==> src/rtl/uiec_pkg.sv <==
// Constants and types for the USB interrupt, error and endpoint control block.
// Assumes a 32-bit AXI4-Lite master and a 50 MHz system clock.
// Operation
// - One enable bit per interrupt status source
// - Attach enable exists only in host mode
// - Bit zero: reset enable device, detach host
// - Error flags hardware set, write one clears
// - Bit stuff violation sets its error flag
// - Overrun sets engine error, truncates stored data
// - Turnaround time-out sets its error flag
// - Non-integral byte data field sets flag
// - Data CRC failure sets its flag
// - Bit one: token CRC device, frame-end host
// - Packet identifier check failure sets flag
// - Error enables mirror flags, bit six zero
// - Sixteen independent endpoint control registers
// - Low-speed and retry bits: endpoint zero host
// - Low-speed bit enables direct low-speed link
// - Retry-off bit stops automatic NAK retries
// - Setup block applies only with both directions
// - Receive and transmit enables gate endpoint data
// - Stall status bit shows endpoint was stalled
// - Handshake enable controls handshake packets
// - Generator disabled holds output at idle level
// - Polarity bit selects active level
// - Counter advances only while counter enabled
// - Error summary set by enabled flags only
package uiec_pkg;

  localparam int ADDR_W = 8;
  localparam int NUM_EP = 16;
  localparam int BD_W = 10;
  localparam int PWM_W = 8;

  // Register byte addresses.
  localparam logic [7:0] OFF_IRQ_EN = 8'h00;
  localparam logic [7:0] OFF_ERR_FLAGS = 8'h04;
  localparam logic [7:0] OFF_ERR_EN = 8'h08;
  localparam logic [7:0] OFF_PWM_CTRL = 8'h0C;
  localparam logic [7:0] OFF_MODE = 8'h10;
  localparam logic [7:0] OFF_EP_BASE = 8'h40;
  localparam logic [7:0] OFF_EP_LAST = 8'h7C;

  // Implemented-bit masks and field positions.
  localparam logic [7:0] IE_MASK_DEV = 8'hBF;
  localparam logic [7:0] IE_MASK_HOST = 8'hFF;
  localparam logic [7:0] ERR_MASK = 8'hBF;
  localparam logic [7:0] EP_MASK = 8'h1F;
  localparam logic [7:0] EP0_MASK_HOST = 8'hDF;
  localparam logic [15:0] PWM_MASK = 16'h8300;
  localparam int IE_ERR_SUM = 1;
  localparam int ERR_STUFF = 7;
  localparam int ERR_XFER = 5;
  localparam int ERR_TURN = 4;
  localparam int ERR_FIELD = 3;
  localparam int ERR_DCRC = 2;
  localparam int ERR_TOKFRM = 1;
  localparam int ERR_PID = 0;
  localparam int EP_HSHK = 0;
  localparam int EP_STALL = 1;
  localparam int EP_TX = 2;
  localparam int EP_RX = 3;
  localparam int EP_SETUP_BLK = 4;
  localparam int EP_RETRY_OFF = 6;
  localparam int EP_LOWSPEED_DIRECT_EN = 7;
  localparam int PWM_EN = 15;
  localparam int PWM_POL = 9;
  localparam int PWM_CNT = 8;
  localparam int MODE_HOST = 0;
  localparam int MODE_SUM = 1;
  localparam int MODE_IRQ = 2;

  localparam logic [7:0] RST_BYTE = 8'h00;
  localparam logic [15:0] RST_WORD = 16'h0000;
  localparam logic [1:0] RESP_OKAY = 2'h0;
  localparam logic [1:0] RESP_DECERR = 2'h3;

  typedef enum logic {BUS_IDLE = 1'b0, BUS_RESP = 1'b1} uiec_bus_e;

  // Link-side error events, one-cycle pulses.
  typedef struct packed {
    logic bitstuff;
    logic turnaround;
    logic fieldSize;
    logic dataCrc;
    logic tokenCrc;
    logic frameEnd;
    logic pidCheck;
  } uiec_errev_s;

  // Policy of the endpoint named by the current token.
  typedef struct packed {
    logic rxAllow;
    logic txAllow;
    logic setupAllow;
    logic handshake;
    logic stalled;
  } uiec_epgate_s;

endpackage

==> src/rtl/uiec_top.sv <==
// USB interrupt enable, error flag, endpoint control and VBUS PWM control.
// Assumes an AXI4-Lite master, pulses from the link engine and levels
// from the interrupt status register kept elsewhere.
//
// The register addresses and the AXI4-Lite slave port are this design's own decisions.
`timescale 1ns/1ps
module uiec_top (
  // Clock, reset and freeze
  input wire logic clock,
  input wire logic reset,
  input wire logic clockEnable,
  // AXI4-Lite slave
  input wire logic [7:0] awaddr,
  input wire logic awvalid,
  output logic awready,
  input wire logic [31:0] wdata,
  input wire logic [3:0] wstrb,
  input wire logic wvalid,
  output logic wready,
  output logic [1:0] bresp,
  output logic bvalid,
  input wire logic bready,
  input wire logic [7:0] araddr,
  input wire logic arvalid,
  output logic arready,
  output logic [31:0] rdata,
  output logic [1:0] rresp,
  output logic rvalid,
  input wire logic rready,
  // Link engine events, interrupt status levels and PWM period and duty
  input wire logic [7:0] irqSources,
  input wire uiec_pkg::uiec_errev_s errEvent,
  input wire logic [3:0] tokenEp,
  input wire logic stallEvent,
  input wire logic rxPktStart,
  input wire logic rxByteValid,
  input wire logic [9:0] bdByteCount,
  input wire logic [7:0] pwmPeriod,
  input wire logic [7:0] pwmDuty,
  // Results
  output logic irqRequest,
  output uiec_pkg::uiec_epgate_s epGate,
  output logic lowspeedDirect,
  output logic nakRetry,
  output logic rxStoreEn,
  output logic vbusPwm
);

  // ----------------------------------------
  // Functions
  // ----------------------------------------
  function automatic logic isEp(input logic [7:0] a);
    isEp = (a >= uiec_pkg::OFF_EP_BASE) && (a <= uiec_pkg::OFF_EP_LAST);
  endfunction

  function automatic logic [3:0] epIdx(input logic [7:0] a);
    logic [7:0] d;
    d = a - uiec_pkg::OFF_EP_BASE;
    epIdx = d[5:2];
  endfunction

  function automatic logic [7:0] epMask(input logic [3:0] i, input logic h);
    epMask = (i == 4'h0 && h) ? uiec_pkg::EP0_MASK_HOST : uiec_pkg::EP_MASK;
  endfunction

  // ----------------------------------------
  // State
  // ----------------------------------------
  logic [7:0] usbIrqEnable;
  logic [7:0] usbErrorFlags;
  logic [7:0] usbErrorIrqEnable;
  logic [15:0] vbusPwmControl;
  logic [7:0] endpointControl [uiec_pkg::NUM_EP];
  logic hostMode;
  logic errorSummaryFlag;
  logic awHeld;
  logic wHeld;
  logic [7:0] awAddrQ;
  logic [31:0] wDataQ;
  logic [3:0] wStrbQ;
  uiec_pkg::uiec_bus_e wrState;
  localparam int BD_W_L = uiec_pkg::BD_W;
  logic [BD_W_L-1:0] rxCount;
  logic [7:0] pwmCount;

  logic wrFire;
  logic next_awHeld;
  logic next_wHeld;
  logic lane0;
  logic [7:0] ieMask;
  logic [7:0] ieRead;
  logic [7:0] errSet;
  logic [7:0] errClr;
  logic [7:0] statusVec;
  logic [7:0] tokEp;
  logic overrun;

  assign lane0 = wStrbQ[0];
  assign ieMask = hostMode ? uiec_pkg::IE_MASK_HOST : uiec_pkg::IE_MASK_DEV;
  assign ieRead = usbIrqEnable & ieMask;
  assign tokEp = endpointControl[tokenEp] & epMask(tokenEp, hostMode);

  // ----------------------------------------
  // Write channel
  // ----------------------------------------
  assign wrFire = awHeld && wHeld && (wrState == uiec_pkg::BUS_IDLE);
  assign next_awHeld = (awvalid && awready) || (awHeld && !wrFire);
  assign next_wHeld = (wvalid && wready) || (wHeld && !wrFire);

  always_ff @(posedge clock) begin
    if (reset) begin
      awHeld <= 1'b0;
      wHeld <= 1'b0;
      awready <= 1'b0;
      wready <= 1'b0;
      awAddrQ <= uiec_pkg::RST_BYTE;
      wDataQ <= '0;
      wStrbQ <= '0;
    end else if (clockEnable) begin
      awHeld <= next_awHeld;
      wHeld <= next_wHeld;
      awready <= !next_awHeld && !(wrFire || wrState == uiec_pkg::BUS_RESP);
      wready <= !next_wHeld && !(wrFire || wrState == uiec_pkg::BUS_RESP);
      if (awvalid && awready) begin
        awAddrQ <= awaddr;
      end
      if (wvalid && wready) begin
        wDataQ <= wdata;
        wStrbQ <= wstrb;
      end
    end
  end

  always_ff @(posedge clock) begin
    if (reset) begin
      wrState <= uiec_pkg::BUS_IDLE;
      bvalid <= 1'b0;
      bresp <= uiec_pkg::RESP_OKAY;
    end else if (clockEnable) begin
      unique case (wrState)
        uiec_pkg::BUS_IDLE: begin
          if (wrFire) begin
            wrState <= uiec_pkg::BUS_RESP;
            bvalid <= 1'b1;
            bresp <= (isEp(awAddrQ) || awAddrQ == uiec_pkg::OFF_IRQ_EN
              || awAddrQ == uiec_pkg::OFF_ERR_FLAGS || awAddrQ == uiec_pkg::OFF_ERR_EN
              || awAddrQ == uiec_pkg::OFF_PWM_CTRL || awAddrQ == uiec_pkg::OFF_MODE)
              ? uiec_pkg::RESP_OKAY : uiec_pkg::RESP_DECERR;
          end
        end
        uiec_pkg::BUS_RESP: begin
          if (bready) begin
            wrState <= uiec_pkg::BUS_IDLE;
            bvalid <= 1'b0;
          end
        end
      endcase
    end
  end

  // ----------------------------------------
  // Control registers
  // ----------------------------------------
  always_ff @(posedge clock) begin
    if (reset) begin
      usbIrqEnable <= uiec_pkg::RST_BYTE;
      usbErrorIrqEnable <= uiec_pkg::RST_BYTE;
      vbusPwmControl <= uiec_pkg::RST_WORD;
      hostMode <= 1'b0;
    end else if (clockEnable && wrFire) begin
      if (awAddrQ == uiec_pkg::OFF_IRQ_EN && lane0) begin
        usbIrqEnable <= wDataQ[7:0];
      end
      if (awAddrQ == uiec_pkg::OFF_ERR_EN && lane0) begin
        usbErrorIrqEnable <= wDataQ[7:0] & uiec_pkg::ERR_MASK;
      end
      if (awAddrQ == uiec_pkg::OFF_PWM_CTRL && wStrbQ[1]) begin
        vbusPwmControl[15:8] <= wDataQ[15:8] & uiec_pkg::PWM_MASK[15:8];
      end
      if (awAddrQ == uiec_pkg::OFF_MODE && lane0) begin
        hostMode <= wDataQ[uiec_pkg::MODE_HOST];
      end
    end
  end

  // ----------------------------------------
  // Error flags
  // ----------------------------------------
  // overrun beyond count
  assign overrun = rxByteValid && (rxCount >= bdByteCount);

  always_comb begin
    errSet = '0;
    errSet[uiec_pkg::ERR_STUFF] = errEvent.bitstuff;
    errSet[uiec_pkg::ERR_XFER] = overrun;
    errSet[uiec_pkg::ERR_TURN] = errEvent.turnaround;
    errSet[uiec_pkg::ERR_FIELD] = errEvent.fieldSize;
    errSet[uiec_pkg::ERR_DCRC] = errEvent.dataCrc;
    errSet[uiec_pkg::ERR_TOKFRM] = hostMode ? errEvent.frameEnd : errEvent.tokenCrc;
    errSet[uiec_pkg::ERR_PID] = errEvent.pidCheck;
  end

  assign errClr = (wrFire && awAddrQ == uiec_pkg::OFF_ERR_FLAGS && lane0)
    ? wDataQ[7:0] : uiec_pkg::RST_BYTE;

  always_ff @(posedge clock) begin
    if (reset) begin
      usbErrorFlags <= uiec_pkg::RST_BYTE;
    end else if (clockEnable) begin
      usbErrorFlags <= ((usbErrorFlags & ~errClr) | errSet) & uiec_pkg::ERR_MASK;
    end
  end

  // ----------------------------------------
  // Receive truncation
  // ----------------------------------------
  always_ff @(posedge clock) begin
    if (reset) begin
      rxCount <= '0;
      rxStoreEn <= 1'b0;
    end else if (clockEnable) begin
      rxStoreEn <= rxByteValid && !overrun && tokEp[uiec_pkg::EP_RX];
      if (rxPktStart) begin
        rxCount <= '0;
      end else if (rxByteValid && !overrun) begin
        rxCount <= rxCount + 1'b1;
      end
    end
  end

  // ----------------------------------------
  // Endpoint control
  // ----------------------------------------
  always_ff @(posedge clock) begin
    if (reset) begin
      for (int i = 0; i < uiec_pkg::NUM_EP; i++) begin
        endpointControl[i] <= uiec_pkg::RST_BYTE;
      end
    end else if (clockEnable) begin
      for (int i = 0; i < uiec_pkg::NUM_EP; i++) begin
        if (wrFire && isEp(awAddrQ) && lane0 && epIdx(awAddrQ) == 4'(i)) begin
          endpointControl[i] <= wDataQ[7:0] & epMask(4'(i), hostMode);
        end
        if (stallEvent && tokenEp == 4'(i)) begin
          endpointControl[i][uiec_pkg::EP_STALL] <= 1'b1;
        end
      end
    end
  end

  always_ff @(posedge clock) begin
    if (reset) begin
      epGate <= '0;
      lowspeedDirect <= 1'b0;
      nakRetry <= 1'b0;
    end else if (clockEnable) begin
      epGate.rxAllow <= tokEp[uiec_pkg::EP_RX];
      epGate.txAllow <= tokEp[uiec_pkg::EP_TX];
      epGate.setupAllow <= tokEp[uiec_pkg::EP_RX] && tokEp[uiec_pkg::EP_TX]
        && !tokEp[uiec_pkg::EP_SETUP_BLK];
      epGate.handshake <= tokEp[uiec_pkg::EP_HSHK];
      epGate.stalled <= tokEp[uiec_pkg::EP_STALL];
      lowspeedDirect <= hostMode && endpointControl[0][uiec_pkg::EP_LOWSPEED_DIRECT_EN];
      nakRetry <= hostMode && !endpointControl[0][uiec_pkg::EP_RETRY_OFF];
    end
  end

  // ----------------------------------------
  // Interrupt request
  // ----------------------------------------
  always_comb begin
    statusVec = irqSources;
    statusVec[uiec_pkg::IE_ERR_SUM] = errorSummaryFlag;
  end

  always_ff @(posedge clock) begin
    if (reset) begin
      errorSummaryFlag <= 1'b0;
      irqRequest <= 1'b0;
    end else if (clockEnable) begin
      errorSummaryFlag <= |(usbErrorFlags & usbErrorIrqEnable);
      // bit six by mode, single request
      irqRequest <= |(statusVec & ieRead);
    end
  end

  // ----------------------------------------
  // VBUS PWM
  // ----------------------------------------
  always_ff @(posedge clock) begin
    if (reset) begin
      pwmCount <= '0;
      vbusPwm <= 1'b0;
    end else if (clockEnable) begin
      if (!vbusPwmControl[uiec_pkg::PWM_EN]) begin
        pwmCount <= '0;
        vbusPwm <= vbusPwmControl[uiec_pkg::PWM_POL];
      end else begin
        if (vbusPwmControl[uiec_pkg::PWM_CNT]) begin
          pwmCount <= (pwmCount >= pwmPeriod) ? '0 : pwmCount + 1'b1;
        end
        vbusPwm <= (pwmCount < pwmDuty) ^ vbusPwmControl[uiec_pkg::PWM_POL];
      end
    end
  end

  // ----------------------------------------
  // Read channel
  // ----------------------------------------
  always_ff @(posedge clock) begin
    if (reset) begin
      arready <= 1'b0;
      rvalid <= 1'b0;
      rdata <= '0;
      rresp <= uiec_pkg::RESP_OKAY;
    end else if (clockEnable) begin
      if (arvalid && arready) begin
        rvalid <= 1'b1;
        arready <= 1'b0;
        rresp <= uiec_pkg::RESP_OKAY;
        rdata <= '0;
        if (isEp(araddr)) begin
          rdata[7:0] <= endpointControl[epIdx(araddr)] & epMask(epIdx(araddr), hostMode);
        end else if (araddr == uiec_pkg::OFF_IRQ_EN) begin
          rdata[7:0] <= ieRead;
        end else if (araddr == uiec_pkg::OFF_ERR_FLAGS) begin
          rdata[7:0] <= usbErrorFlags;
        end else if (araddr == uiec_pkg::OFF_ERR_EN) begin
          rdata[7:0] <= usbErrorIrqEnable;
        end else if (araddr == uiec_pkg::OFF_PWM_CTRL) begin
          rdata[15:0] <= vbusPwmControl;
        end else if (araddr == uiec_pkg::OFF_MODE) begin
          rdata[uiec_pkg::MODE_HOST] <= hostMode;
          rdata[uiec_pkg::MODE_SUM] <= errorSummaryFlag;
          rdata[uiec_pkg::MODE_IRQ] <= irqRequest;
        end else begin
          rresp <= uiec_pkg::RESP_DECERR;
        end
      end else if (rvalid && rready) begin
        rvalid <= 1'b0;
        arready <= 1'b1;
      end else if (!rvalid) begin
        arready <= 1'b1;
      end
    end
  end
endmodule // uiec_top

==> config.mk <==
export PLATFORM = sky130hd
export DESIGN_NAME = uiec_top
export DESIGN_NICKNAME = d
export VERILOG_FILES = /design/src/rtl/uiec_pkg.sv /design/src/rtl/uiec_top.sv
export SDC_FILE = /design/constraint.sdc
export NUM_CORES = 1
export LEC_CHECK = 0
export ABC_AREA = 0
export BUFFER_PORTS_ARGS = -buffer_cell sky130_fd_sc_hd__buf_2
export CORE_ASPECT_RATIO = 0.7
export CORE_MARGIN = 1.5
export CORE_UTILIZATION = 29
export DETAILED_ROUTE_END_ITERATION = 6
export PLACE_DENSITY_LB_ADDON = 0.2
export SLEW_MARGIN = 40
export SYNTH_ARGS = -nofsm -noshare
export SYNTH_HDL_FRONTEND = slang
export SYNTH_SLANG_ARGS = --single-unit
==> constraint.sdc <==
create_clock -name clock -period 3.8 [get_ports clock]
set_input_delay 0.76 -clock clock [delete_from_list [all_inputs] [get_ports clock]]
set_output_delay 0.76 -clock clock [all_outputs]
set_load 0.02 [all_outputs]
==> metrics, run 1 <==
status=finished clean; P_leak=4.40 nW; max-cap violations=0; max_slew headroom=0.490; drc violations=0; Starting Density=0.294; CTS Buf Count=17; Final Skew=12.5 ps; Slew @ Worst Pin=765 ps; adder-cell share of the synthesized area=0.0357; cells on worst reg2reg path=5; synthesized area=0.00947 mm^2; Post-Synth XOR/XNOR Area=0.00277; Worst Path Arrival=2630 ps; FF+latch area=0.00440 mm^2; initial antenna violation count=1; PD cells=400 mW/mm^2; r2r startpoint=wrState; post-cts resize count=0; Max Fclk=397 MHz; Simple-Gate Fraction of Synth Area=0.178; count of final hold-check violations=0; largest net degree at the start of global routing=50; Via density=5.01; Required @ worst endpoint=3910 ps; hold buffers post-CTS=0; synth unique cells=69; crit-path cells=and3b_1 -> and4b_1 -> nor4b_2 -> nand2_1 -> nand2_1; ANT nets after route=0; Fillers=3308; Period Utilization, post-route=0.662; CP Launch Point=wrState; I/O Pins=159; FF-to-FF End=endpointControl[0][2]; Final Max Slew Viols=0; Synth Area in Compound Gates=0.115; post-route cell area=0.0110 mm^2; layout net count=1169; area delta synth->final=15.6%; proportion of layout cells with a drive suffix above 1=0.202; crit-path max FO=8; clock sink count=179; Top cell by count, worst path=nand2_1; GRT Util Overall=0.169; syn_area_per_cell=10.0 um^2; Main synth FF type=dfxtp_1; first-pass GRT wire length=42100 um; Seq/Total Area, Yosys=0.465; FF+latch count, synth=179; Util after Layout=0.340; HPWL Detailed=20700 um; Yosys warning count=0; H-tree depth=4; First DRT Iteration DRCs=637; Skew-Pair Late Insertion Delay=450 ps; CP Class=flop to flop; Vias=7392; core area=0.0322 mm^2; setup_tns=0 ps; Critical path destination=endpointControl[0][2]; GPL Wtd Cong=0.798; internal reg-to-reg setup slack=1280 ps; detailed-router iteration count before antenna repair=5; Congestion Overflow GR=0; Post-DP Area=0.0103 mm^2; asr flop ratio synth=0; clock root cell=clkbuf_16; DIE WIDTH=219 um; Post-Route WL=27600 um; main combinational cell family by area after synthesis=simple AND/OR/NAND/NOR gates; I/O Buffers=113; Mapped Cells=945; Die Y=154 um; num rows=55; VDD IR-drop max=236 uV; Die ar.=0.0338 mm^2; mux contribution to synthesized area=0.144; setup bufs post-CTS=0; min-delay worst type=flop to flop; startpoint types=flop; crit end category=flop; CP max stage delay=510 ps; crit path max-delay cell type=nor4b_2; Max Buffers Root-to-Sink=2; post-DR wirelength/cell=18.7 um; register clock-pin slew on the reported worst setup and hold paths=60 ps; vias in the first global route=6955; multi-input logic area=0.00459 mm^2; Post-synth EDFFs=82; Final Critical Period=2520 ps; unrepaired setup endpoints after global routing=false; endpoints failing setup=0; CTS tree=done
==> worst max-delay path, delay by kind of cell, from the launching register on <==
kind | cells | cell delay [ps]
simple gates | 5 | 1810
flops | 1 | 370
==> cell usage in the layout (no fill, tap or decap), types with 4 or more instances in the layout <==
cell type	instances
nand2_1	124
buf_2	111
nor2_1	110
dfxtp_1	97
edfxtp_1	82
a21oi_1	62
mux4_2	46
inv_1	40
nand3_1	39
o21ai_0	33
mux2i_1	31
ha_1	27
conb_1	21
clkbuf_16	17
nor3_1	15
and3_1	14
buf_4	14
a22oi_1	13
nand4_1	11
nor2b_1	10
or3_1	10
a21o_1	9
nand2b_1	7
a211oi_1	6
and2_1	5
o22ai_1	5
o211ai_1	4
a22o_1	4
a221oi_1	4
==> kinds of logic after synthesis <==
logic type      Yosys count
compound gates          172
xor+xnor                  3
fa+ha+maj                27
buf+inv                 117
flops                   179
mux                      79
other cells               1
simple gates            367
==> power breakdown <==
group          switching, mW  internal (mW)
Sequential            0.0382           2.07
Combinational          0.260          0.175
Clock                  0.783           1.05
==> worst min path at each step <==
stage	end	start	slack [ps]	cells after the start
4_1_cts	rdata[6]	rdata[6]	460	2
5_1_grt	rdata[5]	rdata[5]	470	2
3_5_place_dp	rdata[6]	rdata[6]	450	2
3_3_place_gp	rdata[5]	rdata[5]	440	2
6_report	rdata[6]	rdata[6]	460	2
2_1_floorplan	wStrbQ[1]	wStrbQ[1]	430	2
==> synthesized netlist by cell type, drive strengths merged (4+ instances only) <==
master / number / area share
ha: 27 / 0.036
and2: 6 / 0.0042
dfxtp: 97 / 0.20
nor2: 110 / 0.044
a211oi: 7 / 0.0061
buf: 41 / 0.028
a22oi: 13 / 0.010
or3: 10 / 0.0066
nand2b: 8 / 0.0061
edfxtp: 82 / 0.26
mux4: 46 / 0.11
mux2i: 31 / 0.033
nand4: 11 / 0.0073
a221oi: 4 / 0.0037
inv: 41 / 0.016
o22ai: 5 / 0.0033
a21o: 9 / 0.0071
clkbuf: 34 / 0.013
nor2b: 10 / 0.0066
and3: 14 / 0.0092
o21ai: 34 / 0.018
a21oi: 62 / 0.033
a22o: 4 / 0.0037
nor3: 15 / 0.0079
o211ai: 4 / 0.0032
nand2: 124 / 0.049
nand3: 39 / 0.021
==> state kept, by name (all words and copies together) (netlist names), 5 cells and up <==
| signal | flops |
|---|---|
| endpointControl | 82 |
| rdata | 11 |
| wDataQ | 11 |
| rxCount | 10 |
| awAddrQ | 8 |
| pwmCount | 8 |
| usbIrqEnable | 8 |
| usbErrorFlags | 7 |
| usbErrorIrqEnable | 7 |
| epGate | 5 |
==> through the flow <==
step / hold WS [ps] / cells / power, mW / worst slack (ps)
floorplan: 432 / 965 / 2.44 / 1230
global placement: 438 / 1442 / 2.58 / 734
detailed placement: 446 / 1442 / 2.58 / 711
CTS: 455 / 1474 / 4.42 / 1190
global route: 469 / 1475 / 4.54 / 1180
finish: 456 / 1475 / 4.38 / 1280
==> layer usage <==
metal  track usage  vias up  wire, um
li1              -     3591         -
met2         0.231      216     11300
met1         0.260     3568     14400
met3        0.0444       17      1590
met5             0        -         0
met4        0.0378        0       299
==> final cells by class <==
class                      instances  share of cell area
clock buffer                      20              0.0408
clock inverter                    12              0.0141
antenna                            1            0.000228
tap                              427              0.0488
timing repair buffer             125              0.0603
multi-input combinational        669               0.419
inverter                          42              0.0144
sequential                       179               0.402
No activity file was read; power rests on OpenSTA's default activity.
==> run 2, diff against run 1 <==
- ABC_AREA: 0 -> 1
- clock period: 3.8 -> 2.4 ns (I/O delays scaled with it)
==> run 2 against run 1 <==
Net effect: the run now ends with design-rule violations left; global-route usage rose by 2.6 points; maximum frequency rose by 22%; die area rose by 1.7%; non-clock buffer count rose by 49; synthesized cell count rose by 33%; sequential share of layout area fell by 1.8 points; setup slack got worse by 950 ps; utilization rose by 1.3 points; first-iteration DRC count rose by 62%; via count rose by 23%; highest routed layer unchanged.
==> metrics, run 2 <==
crit-path max FO=7 (-1); Fillers=3484 (+5.3%); Via density=4.91 (-2.0%); crit end category=flop; Worst Hold Margin=286 ps (-171 ps); HPWL Detailed=25400 um (+23%); ANT nets after route=0 (unchanged); Worst Path Arrival=2210 ps (-420 ps); Post-synth top cells=nand2_1, inv_1, nor2_1; num rows=55 (unchanged); Starting Density=0.297 (+0.00244); startpoint types=flop; GRT Util Overall=0.195 (+0.0260); Congestion Overflow GR=0 (unchanged); Final Skew=13.1 ps (+0.524 ps); Main synth FF type=dfxtp_1; FF+latch count, synth=179 (unchanged); CP Class=flop to flop; GPL Wtd Cong=0.906 (+14%); most common cell after layout, fill and taps aside=nand2_1; Post-Route WL=32900 um (+19%); Final Critical Period=2060 ps (-453 ps); Seq/Total Area, Yosys=0.457 (-0.00773); I/O Pins=159 (unchanged); layout net count=1543 (+32%); Yosys top cell area share=0.256 (-0.00432); min-delay worst type=primary input to flop; CTS Buf Count=17 (unchanged); Required @ worst endpoint=2550 ps (-1360 ps); r2r startpoint=wrState; largest net degree at the start of global routing=35 (-30%); Mapped Cells=1259 (+33%); Die ar.=0.0343 mm^2 (+1.7%); setup bufs post-CTS=0 (unchanged); Period Utilization, post-route=0.860 (+0.198); setup_tns=0 ps (unchanged); Final Max Slew Viols=0 (unchanged); clock sink count=179 (unchanged); status=finished with violations; First DRT Iteration DRCs=1034 (+62%); count of final hold-check violations=0 (unchanged); Non-Filler Instances=1848 (+25%); PD cells=588 mW/mm^2 (+47%); Die Y=155 um (+0.82%); P_leak=4.91 nW (+12%); hold wc startpoint=errEvent[5]; first-pass GRT wire length=50500 um (+20%); core area=0.0325 mm^2 (+0.85%); asr flop ratio synth=0 (unchanged); post-cts resize count=0 (unchanged); hold buffers post-CTS=0 (unchanged); initial antenna violation count=0 (-1); VDD IR-drop max=347 uV (+47%); drc violations=7 (+7); top cell type by total area after synthesis=edfxtp_1; synth top area cells=edfxtp_1, dfxtp_1, nand2_1; max-cap violations=0 (unchanged); Skew-Pair Late Insertion Delay=450 ps (about the same); vias in the first global route=8416 (+21%); n_diodes=0 (-1); cell with the most instances after synthesis=nand2_1; H-tree depth=4 (unchanged); clock root cell=clkbuf_16; area delta synth->final=18.9%; CP Launch Point=wrState; endpoints failing setup=0 (unchanged); register clock-pin slew on the reported worst setup and hold paths=70 ps (about the same); synthesized area=0.00963 mm^2 (+1.7%); max reg flops=82 (unchanged); syn_area_per_cell=7.65 um^2 (-24%); violations in the final reports=design-rule violations; Max Buffers Root-to-Sink=2 (unchanged); Yosys warning count=0 (unchanged); unrepaired setup endpoints after global routing=false; Slew @ Worst Pin=554 ps (-211 ps); Max Fclk=484 MHz (+22%); Reg with most FFs=endpointControl; post-DR wirelength/cell=17.8 um (-4.9%); Largest regs=endpointControl (82), rdata (11), wDataQ (11); synth unique cells=46 (-33%); I/O Buffers=113 (unchanged); most frequent cells in the layout=nand2_1, inv_1, nor2_1, buf_2, a21oi_1; detailed-router iteration count before antenna repair=7 (+2); Vias=9079 (+23%); Inst Count DP=1816 (+26%); DIE WIDTH=221 um (+0.83%); Post-synth EDFFs=82 (unchanged); CTS tree=done; proportion of layout cells with a drive suffix above 1=0.161 (-0.0413); max_slew headroom=0.628 (+0.138)
run 2: cell count changes after synthesis, sizes merged, moves of 15 or more:
cell | before | now
a21oi | 62 | 104
inv | 41 | 145
mux2i | 31 | 0
mux4 | 46 | 0
nand2 | 124 | 329
nand3 | 39 | 62
nand4 | 11 | 33
nor2 | 110 | 125
o21ai | 34 | 100
run 2: per-layer routing:
layer  up-vias  track usage  wire length (um)
met4         0       0.0479               395
met5         -            0                 0
met1      4280        0.301             16900
met3        25       0.0351              2350
met2       315        0.274             13300
li1       4459            -                 -
run 2: worst paths after layout:
kind / slack (ps) / end / cells past startpoint
setup / recovery: 340 / endpointControl[8][2] / 7
hold / removal: 290 / usbErrorFlags[4] / 3
setup reg to reg: 340 / endpointControl[8][2] / 7
hold reg to reg: 450 / rdata[3] / 2
run 2: stage by stage:
stage / setup WS (ps) / utilization / power [mW] / cell area (um^2)
global placement: 280 / 0.337 / 4.19 / 10900
finish: 336 / 0.353 / 6.74 / 11500
floorplan: 527 / - / 3.86 / 9710
CTS: 377 / 0.353 / 6.79 / 11500
global route: 171 / 0.353 / 7.01 / 11500
detailed placement: 219 / 0.337 / 4.19 / 10900
run 2: final cells by class:
type / instances / area (um^2) / area share
Tap cell: 427 / 534 / 0.0466
Multi-Input combinational cell: 886 / 4370 / 0.381
Sequential cell: 179 / 4400 / 0.384
Clock buffer: 20 / 437 / 0.0381
Clock inverter: 12 / 80.1 / 0.00699
Inverter: 150 / 563 / 0.0491
Timing Repair Buffer: 174 / 1070 / 0.0937
run 2: logic make-up (layout without fill, tap and decap cells):
family / Yosys count / after routing / synth area share
AND/OR/NAND/NOR: 574 / 574 / 0.255
AO/OA/AOI/OAI: 257 / 257 / 0.149
buffers and inverters: 214 / 356 / 0.0975
flip-flops: 179 / 179 / 0.457
adder cells (fa/ha/maj): 27 / 27 / 0.0351
XOR/XNOR: 7 / 7 / 0.00636
other: 1 / 21 / 0.000389
run 2: critical path: stages, from the launching register on:
cell	delay [ps]
dfxtp_1	320
inv_1	150
nand3_1	120
nor2_1	220
nand2_1	120
nor2_1	290
nand2_1	290
nand2_1	260
run 2: power by group:
part           switching (mW)  internal [mW]  leakage [nW]  total [mW]
registers              0.0673           3.28          1.63        3.35
logic                   0.532          0.254          3.03       0.786
clock network            1.28           1.33         0.259        2.60
total                    1.88           4.86          4.91        6.74
==> run 3, diff against run 2 <==
- clock period: 2.4 -> 2.53 ns (I/O delays scaled with it)
==> run 3 against run 2 <==
Net effect: the run still ends with design-rule violations left; first-iteration DRC count down 0.48%; total power is 2.8% lower; combinational power fell by 7.3%; die area stayed put; highest routed layer unchanged.
==> metrics, run 3 (synthesis results as in run 2) <==
I/O Buffers=113 (unchanged); PD cells=574 mW/mm^2 (-2.4%); VDD IR-drop max=440 uV (+27%); core area=0.0325 mm^2 (unchanged); internal reg-to-reg setup slack=380 ps (+50 ps); Vias=9013 (-0.73%); Util after Layout=0.351 (-0.00162); clock sink count=179 (unchanged); HPWL Detailed=25300 um (-0.57%); First DRT Iteration DRCs=1029 (-0.48%); vias in the first global route=8154 (-3.1%); Top cell by count, worst path=nand2_1; Max Buffers Root-to-Sink=2 (unchanged); Final Critical Period=2150 ps (+81.7 ps); crit-path cells=inv_1 -> nand3_1 -> nor2_1 -> nand2_1 -> inv_2 -> nand2_1 -> inv_1 -> nand2_1 -> nand2_1; Largest regs=endpointControl (82), rdata (11), wDataQ (11); register clock-pin slew on the reported worst setup and hold paths=70 ps (about the same); Worst Hold Margin=304 ps (+18.6 ps); Inst Count DP=1806 (-0.55%); CP max stage delay=330 ps (about the same); Non-Filler Instances=1838 (-0.54%); CP Class=flop to flop; largest net degree at the start of global routing=27 (-23%); Die Y=155 um (unchanged); max reg flops=82 (unchanged); status=finished with violations; min-delay worst type=primary input to flop; CTS Buf Count=17 (unchanged); Top Family by Delay on Critical Path=simple AND/OR/NAND/NOR gates; post-DR wirelength/cell=17.6 um (-0.98%); Reg with most FFs=endpointControl; cells on worst reg2reg path=9 (+2); Period Utilization, post-route=0.848 (-0.0119); CP Launch Point=wrState; initial antenna violation count=0 (unchanged); startpoint types=flop; Critical path destination=endpointControl[14][0]; crit-path max FO=8 (+1); setup bufs post-CTS=0 (unchanged); Final Skew=9.89 ps (-3.18 ps); FF-to-FF End=endpointControl[14][0]; CTS tree=done; max-cap violations=0 (unchanged); H-tree depth=4 (unchanged); Reg power frac=0.484 (-0.013); hold path cells=3 (unchanged); Starting Density=0.297 (unchanged); hold buffers post-CTS=0 (unchanged); clock root cell=clkbuf_16; area delta synth->final=18.4%; Sw Pwr=1.77 mW (-5.6%); Fillers=3439 (-1.3%); violations in the final reports=design-rule violations; Post-DP Area=0.0108 mm^2 (-1.0%); setup_tns=0 ps (unchanged); Via density=4.90 (-0.19%); post-cts resize count=0 (unchanged); layout net count=1533 (-0.65%); most common cell after layout, fill and taps aside=nand2_1; buffers and inverters on the worst path=3 (+2); ANT nets after route=0 (unchanged); DIE WIDTH=221 um (unchanged); DP Worst Slack=318 ps (+99.3 ps); Max Fclk=466 MHz (-3.8%); critical path depth=9 (+2); Skew-Pair Late Insertion Delay=450 ps (about the same); Slew @ Worst Pin=564 ps (+9.53 ps); P_leak=4.87 nW (-0.79%); Congestion Overflow GR=0 (unchanged); max_slew headroom=0.623 (-0.00440); first-pass GRT wire length=48800 um (-3.3%); GRT Util Overall=0.189 (-0.00566); Post-Route WL=32400 um (-1.5%); switching share of power=0.271 (-0.00795); Die ar.=0.0343 mm^2 (unchanged); I/O Pins=159 (unchanged); post-route cell area=0.0114 mm^2 (-0.46%); clock share of power=0.404 (+0.018); r2r startpoint=wrState; detailed-router iteration count before antenna repair=7 (unchanged); most frequent cells in the layout=nand2_1, inv_1, nor2_1, buf_2, a21oi_1; Worst Path Arrival=2260 ps (+50 ps); unrepaired setup endpoints after global routing=false; Comb pwr share=0.111 (-0.006); crit end category=flop; crit path max-delay cell type=dfxtp_1; GPL Wtd Cong=0.889 (-1.9%); n_diodes=0 (unchanged); count of final hold-check violations=0 (unchanged); drc violations=6 (-1); endpoints failing setup=0 (unchanged); Design Power=6.55 mW (-2.8%); num rows=55 (unchanged); fin worst setup slack=384 ps (+48.3 ps); P_int=4.78 mW (-1.8%); Required @ worst endpoint=2640 ps (+90 ps); Final Max Slew Viols=0 (unchanged); proportion of layout cells with a drive suffix above 1=0.156 (-0.00524)
run 3: changes by cell type in the layout (fill, tap and decap cells not counted), sizes merged:
cell      change
clkinv        -2
buf          -10
inv           -2
clkinvlp      +1
clkbuf        +3
run 3: worst register-to-register path, cell delays in order (launching register included):
cell     delay (ps)
dfxtp_1         330
inv_1           180
nand3_1         130
nor2_1          220
nand2_1         120
inv_2           150
nand2_1         160
inv_1           120
nand2_1         100
nand2_1         310
run 3: final cells by class:
class / count / area, um^2 / area share
Inverter: 150 / 563 / 0.0494
Clock inverter: 9 / 66.3 / 0.00581
Clock buffer: 23 / 510 / 0.0448
Sequential cell: 179 / 4400 / 0.386
Tap cell: 427 / 534 / 0.0468
Timing Repair Buffer: 164 / 961 / 0.0843
Multi-Input combinational cell: 886 / 4370 / 0.383
run 3: layer usage:
metal  global-route usage  part of all wire
met1                0.286              0.50
met5                    0                 0
met2                0.258              0.40
met3               0.0500             0.076
met4               0.0529             0.018
run 3: how the worst min path moves through the flow:
stage	start	slack, ps	endpoint
6_report	errEvent[6]	300	usbErrorFlags[7]
5_1_grt	errEvent[6]	290	usbErrorFlags[7]
4_1_cts	errEvent[6]	290	usbErrorFlags[7]
3_5_place_dp	rdata[3]	440	rdata[3]
3_3_place_gp	rdata[0]	440	rdata[0]
2_1_floorplan	awAddrQ[0]	430	awAddrQ[0]
run 3: power by group through the flow:
stage | clock [mW] | combinational [mW] | sequential (mW)
finish | 2.65 | 0.729 | 3.17
global route | 2.82 | 0.801 | 3.18
CTS | 2.69 | 0.724 | 3.17
detailed placement | 0 | 0.721 | 3.24
global placement | 0 | 0.717 | 3.24
floorplan | 0 | 0.426 | 3.24
